**src/common/pot_pkg.sv**
```systemverilog
// shared constants, types and register map of the quad wiper register bank
package pot_pkg;

    // ----------------------------------------------------------------
    // clock and timing
    // ----------------------------------------------------------------
    localparam int CLK_PERIOD_NS = 50;
    // wiper settling interval after leaving shutdown
    localparam int SETTLE_NS = 1000;
    localparam int SETTLE_CYC = (SETTLE_NS + CLK_PERIOD_NS - 1) / CLK_PERIOD_NS;
    // shortest supply dip that counts as a brown-out
    localparam int BROWNOUT_NS = 200;
    localparam int BROWNOUT_CYC = (BROWNOUT_NS + CLK_PERIOD_NS - 1) / CLK_PERIOD_NS;
    localparam logic [7:0] SETTLE_LOAD = 8'(SETTLE_CYC);
    localparam logic [7:0] BROWNOUT_LIMIT = 8'(BROWNOUT_CYC);

    // ----------------------------------------------------------------
    // geometry
    // ----------------------------------------------------------------
    localparam int NUM_CH = 4;
    localparam int NUM_TAPS = 128;
    localparam int SYNC_W = 6;

    // ----------------------------------------------------------------
    // register map and reset values
    // ----------------------------------------------------------------
    localparam logic [7:0] ADDR_WIPER0 = 8'h00;
    localparam logic [7:0] ADDR_WIPER1 = 8'h01;
    localparam logic [7:0] ADDR_WIPER2 = 8'h02;
    localparam logic [7:0] ADDR_WIPER3 = 8'h03;
    localparam logic [7:0] ADDR_ACCESS_CTRL = 8'h10;
    localparam logic [7:0] WIPER_RESET = 8'h40;
    localparam logic [7:0] ACCESS_CTRL_RESET = 8'h40;
    localparam int SHUTDOWN_N_POS = 6;
    localparam logic [6:0] TAP_MID = 7'h40;
    localparam logic [NUM_TAPS-1:0] TAP_MID_ONEHOT = 128'h1 << TAP_MID;

    // ----------------------------------------------------------------
    // serial framing
    // ----------------------------------------------------------------
    // type code of the identification byte; value is arbitrary
    localparam logic [3:0] TYPE_CODE = 4'h5;
    localparam logic [3:0] BIT_ACK = 4'h8;
    localparam logic [3:0] BIT_LAST = 4'h7;

    // ----------------------------------------------------------------
    // carriers
    // ----------------------------------------------------------------
    typedef struct packed {
        logic [NUM_TAPS-1:0] tap_en; // one switch per tap, bit 0 nearest low terminal
        logic low_tie;               // wiper tied to low terminal, array ends open
    } pot_drive_t;

    typedef struct packed {
        logic en;
        logic [7:0] addr;
        logic [7:0] data;
    } reg_write_t;

endpackage

```
**src/bit_sync.sv**
```systemverilog
// two-flop synchroniser for a group of asynchronous levels
`timescale 1ns/1ps
module bit_sync #(
    parameter int WIDTH = 1
) (
    input wire logic clk_i,
    input wire logic rst_b_i,
    input wire logic ce_i,
    input wire logic [WIDTH-1:0] d_i,
    output logic [WIDTH-1:0] q_o
);
    logic [WIDTH-1:0] meta;

    // first stage feeds only the second stage
    always_ff @(posedge clk_i or negedge rst_b_i) begin
        if (!rst_b_i) begin
            meta <= '1;
            q_o <= '1;
        end else if (ce_i) begin
            meta <= d_i;
            q_o <= meta;
        end
    end
endmodule // bit_sync

```
**src/tap_switch.sv**
```systemverilog
// tap switch driver of one channel: make-before-break and shutdown tie
`timescale 1ns/1ps
module tap_switch (
    input wire logic clk_i,
    input wire logic rst_b_i,
    input wire logic ce_i,
    input wire logic [6:0] position_i,
    input wire logic shutdown_i,
    output pot_pkg::pot_drive_t drive_o
);
    import pot_pkg::*;

    logic [NUM_TAPS-1:0] target;
    logic [7:0] settle_cnt;

    // code 0 selects the tap at the low end, each step one tap higher
    assign target = {{(NUM_TAPS-1){1'b0}}, 1'b1} << position_i;

    // ----------------------------------------------------------------
    // switch sequencing
    // ----------------------------------------------------------------
    // a change first closes the new switch, then opens the old one a cycle
    // later, so the wiper never floats between taps
    always_ff @(posedge clk_i or negedge rst_b_i) begin
        if (!rst_b_i) begin
            drive_o.tap_en <= TAP_MID_ONEHOT;
            drive_o.low_tie <= 1'b0;
            settle_cnt <= 8'h00;
        end else if (ce_i) begin
            if (shutdown_i) begin
                drive_o.tap_en <= '0;
                drive_o.low_tie <= 1'b1;
                settle_cnt <= SETTLE_LOAD;
            end else if (settle_cnt != 8'h00) begin
                // hold the tie until the settling interval has run out
                settle_cnt <= settle_cnt - 8'h01;
                if (settle_cnt == 8'h01) begin
                    drive_o.tap_en <= target;
                    drive_o.low_tie <= 1'b0;
                end
            end else if (drive_o.tap_en != target) begin
                if ((drive_o.tap_en & target) == '0) begin
                    drive_o.tap_en <= drive_o.tap_en | target;
                end else begin
                    drive_o.tap_en <= target;
                end
            end
        end
    end
endmodule // tap_switch

```
**src/quad_wiper_register_bank.sv**
```systemverilog
// register bank, serial slave and tap control of a quad digital potentiometer
//
// Notes on behaviour
// - wiper code 00h picks tap nearest low end, 7fh nearest high end
// - rising codes move the wiper one tap per step, monotonically upward
// - at reset every wiper register holds 40h, the centre tap
// - five volatile 8-bit registers: four wiper positions and access control
// - wiper i answers at address i, access control at 10h
// - access control bit 6 low shuts all channels down together
// - the shutdown bit resets to 1, normal operation
// - entering shutdown leaves wiper registers untouched
// - leaving shutdown returns wipers to stored taps after settling
// - brown-out during shutdown resets all wiper registers to mid-scale
// - address pins give low three slave address bits; only matches engage
// - address, register and data bits are sampled on rising serial clock
// - outgoing data bit changes only after a falling serial clock
// - data line is open drain: pulled low or released, never driven high
// - new tap switch closes before the old one opens
// - master reads and writes full wiper register values
// - identification byte: type code, pin values, direction bit (1 read)
// - device acknowledges id, address and written bytes; master acks reads
// - write lands on ninth clock; extra bytes write following registers
`timescale 1ns/1ps
module quad_wiper_register_bank (
    input wire logic clk_i,
    input wire logic rst_b_i,
    input wire logic ce_i,
    input wire logic scl_i,
    input wire logic sda_i,
    input wire logic [2:0] addr_select_pins_i,
    input wire logic brownout_i,
    output logic sda_o,
    output logic sda_oe_o,
    output logic shutdown_o,
    output pot_pkg::pot_drive_t [pot_pkg::NUM_CH-1:0] pot_drive_o
);
    import pot_pkg::*;

    // ----------------------------------------------------------------
    // types and signals
    // ----------------------------------------------------------------
    // one state per byte kind; each owns its ninth clock
    typedef enum logic [4:0] {
        ST_IDLE = 5'b00001,
        ST_DEV_ID = 5'b00010,
        ST_REG_ADDR = 5'b00100,
        ST_WR_DATA = 5'b01000,
        ST_RD_DATA = 5'b10000
    } link_state_t;

    // synchronised pin levels
    logic [SYNC_W-1:0] sync_q;
    logic scl_s;
    logic sda_s;
    logic [2:0] pins_s;
    logic bo_s;

    // delayed copies and edge strobes
    logic scl_d;
    logic sda_d;
    logic scl_rise;
    logic scl_fall;
    logic start_det;
    logic stop_det;

    // byte framing and pointer
    link_state_t state;
    logic [3:0] bit_cnt;
    logic [7:0] shift_in;
    logic [7:0] rx_byte_now;
    logic [7:0] tx_shift;
    logic [7:0] reg_ptr;
    logic ack_pending;
    logic rw_bit;

    // one-cycle write request to the registers
    reg_write_t write_req;

    // register contents and supply filter
    logic [7:0] wiper_position_reg [NUM_CH];
    logic shutdown_n_bit;
    logic [7:0] bo_cnt;
    logic bo_active;

    // ----------------------------------------------------------------
    // decoding helpers
    // ----------------------------------------------------------------
    // identification byte: type code, then the three pin levels, then R/W
    // the direction bit is left out, so both directions match
    function automatic logic id_match(input logic [7:0] id, input logic [2:0] pins);
        id_match = (id[7:4] == TYPE_CODE) && (id[3:1] == pins);
    endfunction

    // read-back multiplexer; unmapped addresses read as zero
    // access control shows only the shutdown bit
    function automatic logic [7:0] read_reg(input logic [7:0] addr);
        case (addr)
            ADDR_WIPER0: read_reg = wiper_position_reg[0];
            ADDR_WIPER1: read_reg = wiper_position_reg[1];
            ADDR_WIPER2: read_reg = wiper_position_reg[2];
            ADDR_WIPER3: read_reg = wiper_position_reg[3];
            ADDR_ACCESS_CTRL: read_reg = 8'(shutdown_n_bit) << SHUTDOWN_N_POS;
            default: read_reg = 8'h00;
        endcase
    endfunction

    // ----------------------------------------------------------------
    // pin synchronisation and bus condition detection
    // ----------------------------------------------------------------
    // the serial clock is only sampled here; at 20 MHz against a clock low
    // time well above a microsecond, every serial edge is seen
    bit_sync #(
        .WIDTH(SYNC_W)
    ) u_sync (
        .clk_i(clk_i),
        .rst_b_i(rst_b_i),
        .ce_i(ce_i),
        .d_i({scl_i, sda_i, addr_select_pins_i, brownout_i}),
        .q_o(sync_q)
    );

    // unpacked in the order the pins were packed
    assign scl_s = sync_q[5];
    assign sda_s = sync_q[4];
    assign pins_s = sync_q[3:1];
    assign bo_s = sync_q[0];

    // previous synchronised levels for edge finding
    // reset to the idle bus level: no false edge after reset
    always_ff @(posedge clk_i or negedge rst_b_i) begin
        if (!rst_b_i) begin
            scl_d <= 1'b1;
            sda_d <= 1'b1;
        end else if (ce_i) begin
            scl_d <= scl_s;
            sda_d <= sda_s;
        end
    end

    // data moves only while the clock is low; a data edge with the clock
    // high is a start or a stop
    assign scl_rise = scl_s & ~scl_d;
    assign scl_fall = ~scl_s & scl_d;
    assign start_det = scl_s & scl_d & sda_d & ~sda_s;
    assign stop_det = scl_s & scl_d & ~sda_d & sda_s;
    // the byte with the current bit shifted in
    assign rx_byte_now = {shift_in[6:0], sda_s};

    // ----------------------------------------------------------------
    // serial slave protocol
    // ----------------------------------------------------------------
    // bit_cnt counts rising clocks of a byte: 0..7 carry data, 8 is the
    // ninth (acknowledge) clock; the ack decision is taken on the eighth
    // a start or stop outranks a clock edge in the same cycle
    always_ff @(posedge clk_i or negedge rst_b_i) begin
        if (!rst_b_i) begin
            state <= ST_IDLE;
            bit_cnt <= 4'h0;
            shift_in <= 8'h00;
            tx_shift <= 8'h00;
            reg_ptr <= 8'h00;
            ack_pending <= 1'b0;
            rw_bit <= 1'b0;
            sda_oe_o <= 1'b0;
            write_req <= '0;
        end else if (ce_i) begin
            // the write strobe lasts one cycle
            write_req.en <= 1'b0;
            if (start_det) begin
                // a repeated start restarts framing but keeps the pointer
                state <= ST_DEV_ID;
                bit_cnt <= 4'h0;
                ack_pending <= 1'b0;
                sda_oe_o <= 1'b0;
            end else if (stop_det) begin
                // a partial byte is dropped
                state <= ST_IDLE;
                ack_pending <= 1'b0;
                sda_oe_o <= 1'b0;
            end else if (state != ST_IDLE && scl_rise) begin
                if (bit_cnt != BIT_ACK) begin
                    shift_in <= rx_byte_now;
                    bit_cnt <= bit_cnt + 4'h1;
                    if (bit_cnt == BIT_LAST) begin
                        case (state)
                            ST_DEV_ID: begin
                                ack_pending <= id_match(rx_byte_now, pins_s);
                                rw_bit <= rx_byte_now[0];
                            end
                            ST_REG_ADDR: ack_pending <= 1'b1;
                            ST_WR_DATA: ack_pending <= 1'b1;
                            default: ack_pending <= 1'b0;
                        endcase
                    end
                end else begin
                    // ninth clock: act on the completed byte
                    bit_cnt <= 4'h0;
                    ack_pending <= 1'b0;
                    case (state)
                        ST_DEV_ID: begin
                            if (!ack_pending) begin
                                state <= ST_IDLE;
                            end else if (rw_bit) begin
                                state <= ST_RD_DATA;
                                tx_shift <= read_reg(reg_ptr);
                            end else begin
                                state <= ST_REG_ADDR;
                            end
                        end
                        ST_REG_ADDR: begin
                            reg_ptr <= shift_in;
                            state <= ST_WR_DATA;
                        end
                        ST_WR_DATA: begin
                            write_req.en <= 1'b1;
                            write_req.addr <= reg_ptr;
                            write_req.data <= shift_in;
                            reg_ptr <= reg_ptr + 8'h01;
                        end
                        ST_RD_DATA: begin
                            if (sda_s) begin
                                // master nack ends the read; wait for stop
                                state <= ST_IDLE;
                            end else begin
                                reg_ptr <= reg_ptr + 8'h01;
                                tx_shift <= read_reg(reg_ptr + 8'h01);
                            end
                        end
                        default: state <= ST_IDLE;
                    endcase
                end
            end else if (state != ST_IDLE && scl_fall) begin
                // the line only ever changes just after a falling clock
                if (bit_cnt == BIT_ACK) begin
                    sda_oe_o <= ack_pending;
                end else if (state == ST_RD_DATA) begin
                    sda_oe_o <= ~tx_shift[~bit_cnt[2:0]];
                end else begin
                    sda_oe_o <= 1'b0;
                end
            end else if (state == ST_IDLE) begin
                sda_oe_o <= 1'b0;
            end
        end
    end

    // the data pin is never driven high: only pulled low through the enable
    // kept as a flop so every output leaves a register
    always_ff @(posedge clk_i or negedge rst_b_i) begin
        if (!rst_b_i) begin
            sda_o <= 1'b0;
        end else if (ce_i) begin
            sda_o <= 1'b0;
        end
    end

    // ----------------------------------------------------------------
    // supply brown-out qualification
    // ----------------------------------------------------------------
    // short spikes on the monitor are filtered; only a dip lasting the
    // qualification time counts
    // the count restarts whenever the dip ends
    // trade-off: a real dip is seen a few cycles late
    always_ff @(posedge clk_i or negedge rst_b_i) begin
        if (!rst_b_i) begin
            bo_cnt <= 8'h00;
        end else if (ce_i) begin
            if (!bo_s) begin
                bo_cnt <= 8'h00;
            end else if (bo_cnt != BROWNOUT_LIMIT) begin
                bo_cnt <= bo_cnt + 8'h01;
            end
        end
    end

    // held while the dip lasts, so wipers stay at mid-scale while in shutdown
    assign bo_active = (bo_cnt == BROWNOUT_LIMIT);

    // ----------------------------------------------------------------
    // register file
    // ----------------------------------------------------------------
    // five volatile bytes; brown-out in shutdown outranks a pending write so
    // the wipers never come back from an undefined value
    // a wiper write in shutdown is kept for the exit
    always_ff @(posedge clk_i or negedge rst_b_i) begin
        if (!rst_b_i) begin
            for (int i = 0; i < NUM_CH; i++) begin
                wiper_position_reg[i] <= WIPER_RESET;
            end
            shutdown_n_bit <= ACCESS_CTRL_RESET[SHUTDOWN_N_POS];
        end else if (ce_i) begin
            if (bo_active && !shutdown_n_bit) begin
                for (int i = 0; i < NUM_CH; i++) begin
                    wiper_position_reg[i] <= WIPER_RESET;
                end
            end else if (write_req.en) begin
                case (write_req.addr)
                    ADDR_WIPER0: wiper_position_reg[0] <= write_req.data;
                    ADDR_WIPER1: wiper_position_reg[1] <= write_req.data;
                    ADDR_WIPER2: wiper_position_reg[2] <= write_req.data;
                    ADDR_WIPER3: wiper_position_reg[3] <= write_req.data;
                    ADDR_ACCESS_CTRL: begin
                        // only the shutdown bit is stored; shutdown keeps wipers
                        shutdown_n_bit <= write_req.data[SHUTDOWN_N_POS];
                    end
                    // unmapped addresses are acked, nothing stored
                    default: shutdown_n_bit <= shutdown_n_bit;
                endcase
            end
        end
    end

    // shutdown state shown on a pin
    // lags the bit by one cycle, in step with the tap drivers on entry; on exit the tie holds until settling ends
    always_ff @(posedge clk_i or negedge rst_b_i) begin
        if (!rst_b_i) begin
            shutdown_o <= 1'b0;
        end else if (ce_i) begin
            shutdown_o <= ~shutdown_n_bit;
        end
    end

    // ----------------------------------------------------------------
    // per-channel tap drivers
    // ----------------------------------------------------------------
    // all channels share the one shutdown control; bit 7 of a wiper
    // register is stored and read back but selects no tap
    // limitation: a code written while settling shows at its end
    generate
        for (genvar ch = 0; ch < NUM_CH; ch++) begin : g_chan
            tap_switch u_tap (
                .clk_i(clk_i),
                .rst_b_i(rst_b_i),
                .ce_i(ce_i),
                .position_i(wiper_position_reg[ch][6:0]),
                .shutdown_i(~shutdown_n_bit),
                .drive_o(pot_drive_o[ch])
            );
        end
    endgenerate

endmodule // quad_wiper_register_bank

```
**config.mk**
```make
export PLATFORM = sky130hd
export DESIGN_NAME = quad_wiper_register_bank
export DESIGN_NICKNAME = d
export VERILOG_FILES = /design/src/common/pot_pkg.sv /design/src/bit_sync.sv /design/src/tap_switch.sv /design/src/quad_wiper_register_bank.sv
export SDC_FILE = /design/constraint.sdc
export NUM_CORES = 2
export LEC_CHECK = 0
export ABC_CLOCK_PERIOD_IN_PS = 4440
export BUFFER_PORTS_ARGS = -buffer_cell sky130_fd_sc_hd__buf_2
export CAP_MARGIN = 20
export CORE_ASPECT_RATIO = 1.5
export CORE_MARGIN = 1.5
export CORE_UTILIZATION = 59
export CTS_BUF_LIST = sky130_fd_sc_hd__clkbuf_2 sky130_fd_sc_hd__clkbuf_4 sky130_fd_sc_hd__clkbuf_8
export DETAILED_ROUTE_END_ITERATION = 16
export PLACE_DENSITY = 0.8
export SYNTH_ARGS = -nofsm -noshare
export SYNTH_HDL_FRONTEND = slang
export SYNTH_SLANG_ARGS = --single-unit
export TNS_END_PERCENT = 20
```
**constraint.sdc**
```tcl
create_clock -name clk_i -period 4.44 [get_ports clk_i]
set_input_delay 0.222 -clock clk_i [delete_from_list [all_inputs] [get_ports clk_i]]
set_output_delay 0.222 -clock clk_i [all_outputs]
set_load 0.005 [all_outputs]
```
==> metrics.md <==
| Metric | Value |
|---|---|
| Outcome | finished, final reports clean |
| Rows | between 100 and 150 |
| CP top delay family | simple AND/OR/NAND/NOR gates |
| Final non-filler cell total | approximately 7400 |
| Cell-internal power | between 0.01 and 0.015 W |
| Fin crit period | approximately 4400 ps |
| Post-synthesis sequential area ratio | between 30% and 40% |
| Core Footprint | 87900 sq um |
| Synth async-reset ratio | 100% |
| Switching Power | a little over 0.004 W |
| Synth unique cells | 65 |
| Met2 Track Usage GR | 59.9% |
| Congestion Overflow GR | 0 |
| Crit path cell chain | buf_4 -> nor2b_1 -> nand2_1 -> nor2_1 -> inv_1 -> ha_1 -> nor4_1 -> nand4_1 -> nor4_1 -> buf_4 -> a31o_4 -> nor2_4 -> buf_12 -> a22o_1 |
| RSZ-0062 raised after global routing | no |
| Post-DRT Antenna Nets | 0 |
| Busiest grt layer | met2 |
| Mapped Area | roughly 52000 sq um |
| Peak VDD IR | approximately 0.00029 V |
| Worst r2r path cells | 14 |
| TritonCTS clock tree | done |
| FF-to-FF End | g_chan[0].u_tap.drive_o[29]$_DFFE_PN0P_ |
| Die Y | around 370 um |
| Final Max Tran Viols | 0 |
| TNS Setup | 0 ps |
| Global-route wire length before repair | approximately 250000 um |
| Largest register FFs | between 500 and 600 |
| Synth area leaders | dfrtp_1, ha_1, mux2i_1, a22o_1, inv_1 |
| Setup crit start kind | flop |
| Worst path bufs/invs | 4 |
| Max Clock Freq | 0.227 GHz |
| Layout cells sized above 1 | 16.0% |
| Max Fanout on Critical Path | 41 |
| Gate power share | between 10% and 20% |
| Starting Density | about three fifths |
| Critical path data required time | around 5000 ps |
| Worst-Margin Slew | about 1100 ps |
| Crit path capture type | flop |
| Final setup violation count | 0 |
| Io pins | between 500 and 600 |
| Met1 Usage GRT | 39.9% |
| Worst Path Arrival | roughly 5000 ps |
| Synth Area per Inst | between 9 and 10 sq um |
| Layout area overhead | 14.1% |
| Clock Sinks | roughly 660 |
| GRT Overall Usage | a little over a third |
| Gate Count Post-Synth | around 5600 |
| WL final | 164000 um |
| Iter 0 DRT Violations | roughly 3400 |
| YS warnings | 0 |
| Root Driver | clkbuf_8 |
| Clock transition at path regs | approximately 60 ps |
| Number of synthesized flops with an enable pin | 0 |
| Gpl congestion | between 0.9 and 1 |
| DRT Pass-1 Iters | 7 |
| FF-to-FF Start | wiper_position_reg[27]$_DFFE_PN0P_ |
| Leak pwr | ~34 nW |
| Initial antenna violation count | 7 |
| Final Skew | 46.5 ps |
| Layout Nets | between 7000 and 8000 |
| Final hold violations | 0 |
| Via density | a little over 6 |
| Largest net degree at the start of global routing | ~130 |
| DRC errors left | 0 |
| Seq pwr share | between 40% and 50% |
| CTS H-tree depth | 3 |
| Number of global-route vias before repair | between 40000 and 50000 |
| Yosys top cell by area | dfrtp_1 |
| Top-area cell type share of the netlist area | a little over 30% |
| Worst skew pair latency | a little over 800 ps |
| Syn Nets | approximately 6700 |
| Hpwl dp | about 120000 um |
| CTS buffer count | 110 |
| Slew HR | between 20% and 30% |
| Final period util | between 90% and 100% |
| Die ar. | ~91000 sq um |
| Power Total | about 0.015 W |
| IO buf count | approximately 530 |
| # placed instances | ~7200 |
| Die width | between 200 and 250 um |
| Post-DP Area | about 57000 sq um |
| Postcts setup bufs | 0 |
| Ys flop type | dfrtp_1 |
| Worst path max stage delay | a little over 600 ps |
| Sw Ratio | between 20% and 30% |
| FF-to-FF setup slack | between 40 and 50 ps |
| Hold crit path type | input port to async pin |
| Longest Clk Path Bufs | 3 |
| CP max stage cell | nor4_1 |
| Final instance area | roughly 60000 sq um |
| Met3 usage | around 7.7% |
| Final core occ | approximately two thirds |
| Register bit count reported by yosys | between 600 and 700 |
| CP Class | flop to flop |
| WL/cell | roughly 22 um |
| PD cells | around 240 nW/um^2 |
| Via Count | between 40000 and 50000 |
| MaxCap Viol Count | 0 |
| Clock power frac | around 43% |
==> synth_stat cells, drive strengths merged (2+ instances only) <==
master  instances
a22o          520
a221o           7
or4            10
o211ai          2
dfrtp         633
nand4b          4
or3             5
and4            4
o31ai           2
nand4          79
nand3          63
and2            6
a21oi          27
a21boi          2
or4b            2
a22oi          23
dfstp          24
nor2          610
nand2         149
nor4          274
a31o            3
and3            2
and3b           3
nand2b          3
nand3b         17
inv          1054
mux2           37
mux2i         519
xnor2          14
a21o            2
o41ai           3
xor2           20
a31oi           3
ha           1042
or2             4
nor4b           4
o22a            9
o21ai          79
clkbuf        131
nor3           18
or3b            7
nor2b          22
a41oi           3
buf           150
mux4            2
==> worst max-delay path by stage <==
stage / slack [ps] / depth (start not counted) / endpoint / from
4_1_cts: 60 / 12 / g_chan[3].u_tap.drive_o[14]$_DFFE_PN0P_ / wiper_position_reg[5]$_DFFE_PN0P_
2_1_floorplan: 710 / 16 / g_chan[3].u_tap.drive_o[100]$_DFFE_PN0P_ / wiper_position_reg[6]$_DFFE_PN1P_
5_1_grt: 6 / 12 / g_chan[3].u_tap.drive_o[9]$_DFFE_PN0P_ / wiper_position_reg[5]$_DFFE_PN0P_
3_3_place_gp: 130 / 12 / g_chan[3].u_tap.drive_o[39]$_DFFE_PN0P_ / wiper_position_reg[5]$_DFFE_PN0P_
3_5_place_dp: 110 / 12 / g_chan[3].u_tap.drive_o[32]$_DFFE_PN0P_ / wiper_position_reg[5]$_DFFE_PN0P_
6_report: 40 / 14 / g_chan[0].u_tap.drive_o[29]$_DFFE_PN0P_ / wiper_position_reg[27]$_DFFE_PN0P_
==> layout make-up <==
cell class | count | area (sq um)
timing repair buffer | 702 | 4560
antenna | 2 | 5.00
fill | 6816 | 28000
sequential | 657 | 16500
clock inverter | 22 | 251
multi-input combinational | 3613 | 31000
inverter | 1054 | 3960
tap | 1147 | 1440
clock buffer | 180 | 2280
==> layer usage <==
metal | share of wire [%] | wire [um]
met5 | 0.028 | 46
met1 | 37 | 60100
met3 | 7.7 | 12700
met2 | 48 | 78900
met4 | 7.5 | 12300
==> timing repair <==
| action | CTS | global route |
|---|---|---|
| endpoints found under the setup margin | 0 | 128 |
| hold buffers | 12 | 0 |
| endpoints found under the hold margin | 91 | 0 |
| gates resized for setup | 0 | 14 |
==> cells by family after synthesis <==
logic type      after synthesis  synth area share [%]
buf+inv                    1335                  9.90
simple gates               1288                  11.8
fa+ha+maj                  1042                  24.8
compound gates              690                  10.7
flops                       657                  31.4
mux                         558                  10.8
xor+xnor                     34                 0.567
other cells                   1               0.00714
==> cells in the final DEF, fill, tap and decap left out, drive strengths merged, types with 4 or more instances in the layout <==
cell	synthesis	layout
mux2	37	37
dfrtp	633	633
a221o	7	7
o22a	9	9
clkinv	0	11
nor2	610	610
nand4b	4	4
a22o	520	520
nor4b	4	4
inv	1054	1055
or4	10	10
xor2	20	20
nand4	79	79
clkbuf	131	180
xnor2	14	14
ha	1042	1042
nand3b	17	17
nand3	63	63
dfstp	24	24
bufinv	0	5
and2	6	6
or3	5	5
mux2i	519	519
or3b	7	7
and4	4	4
nand2	149	149
a21oi	27	27
clkinvlp	0	5
buf	150	690
a22oi	23	23
nor3	18	18
nor2b	22	22
o21ai	79	79
dlygate4sd3	0	12
nor4	274	274
or2	4	4
==> power groups by stage <==
stage / logic [W] / clock network (W) / registers (W)
2_1_floorplan: 0.00118 / 0 / 0.00654
3_3_place_gp: 0.00170 / 0 / 0.00661
3_5_place_dp: 0.00174 / 0 / 0.00662
4_1_cts: 0.00176 / 0.00639 / 0.00652
5_1_grt: 0.00193 / 0.00664 / 0.00655
6_report: 0.00177 / 0.00630 / 0.00652
==> through the flow <==
step / setup slack (ps) / hold slack, ps
finish: 43.5 / 1.19
global route: 5.85 / 81.6
CTS: 56.5 / 24.4
detailed placement: 106 / 319
global placement: 132 / 319
floorplan: 705 / -73.6
(Power assumes the default switching activity.)
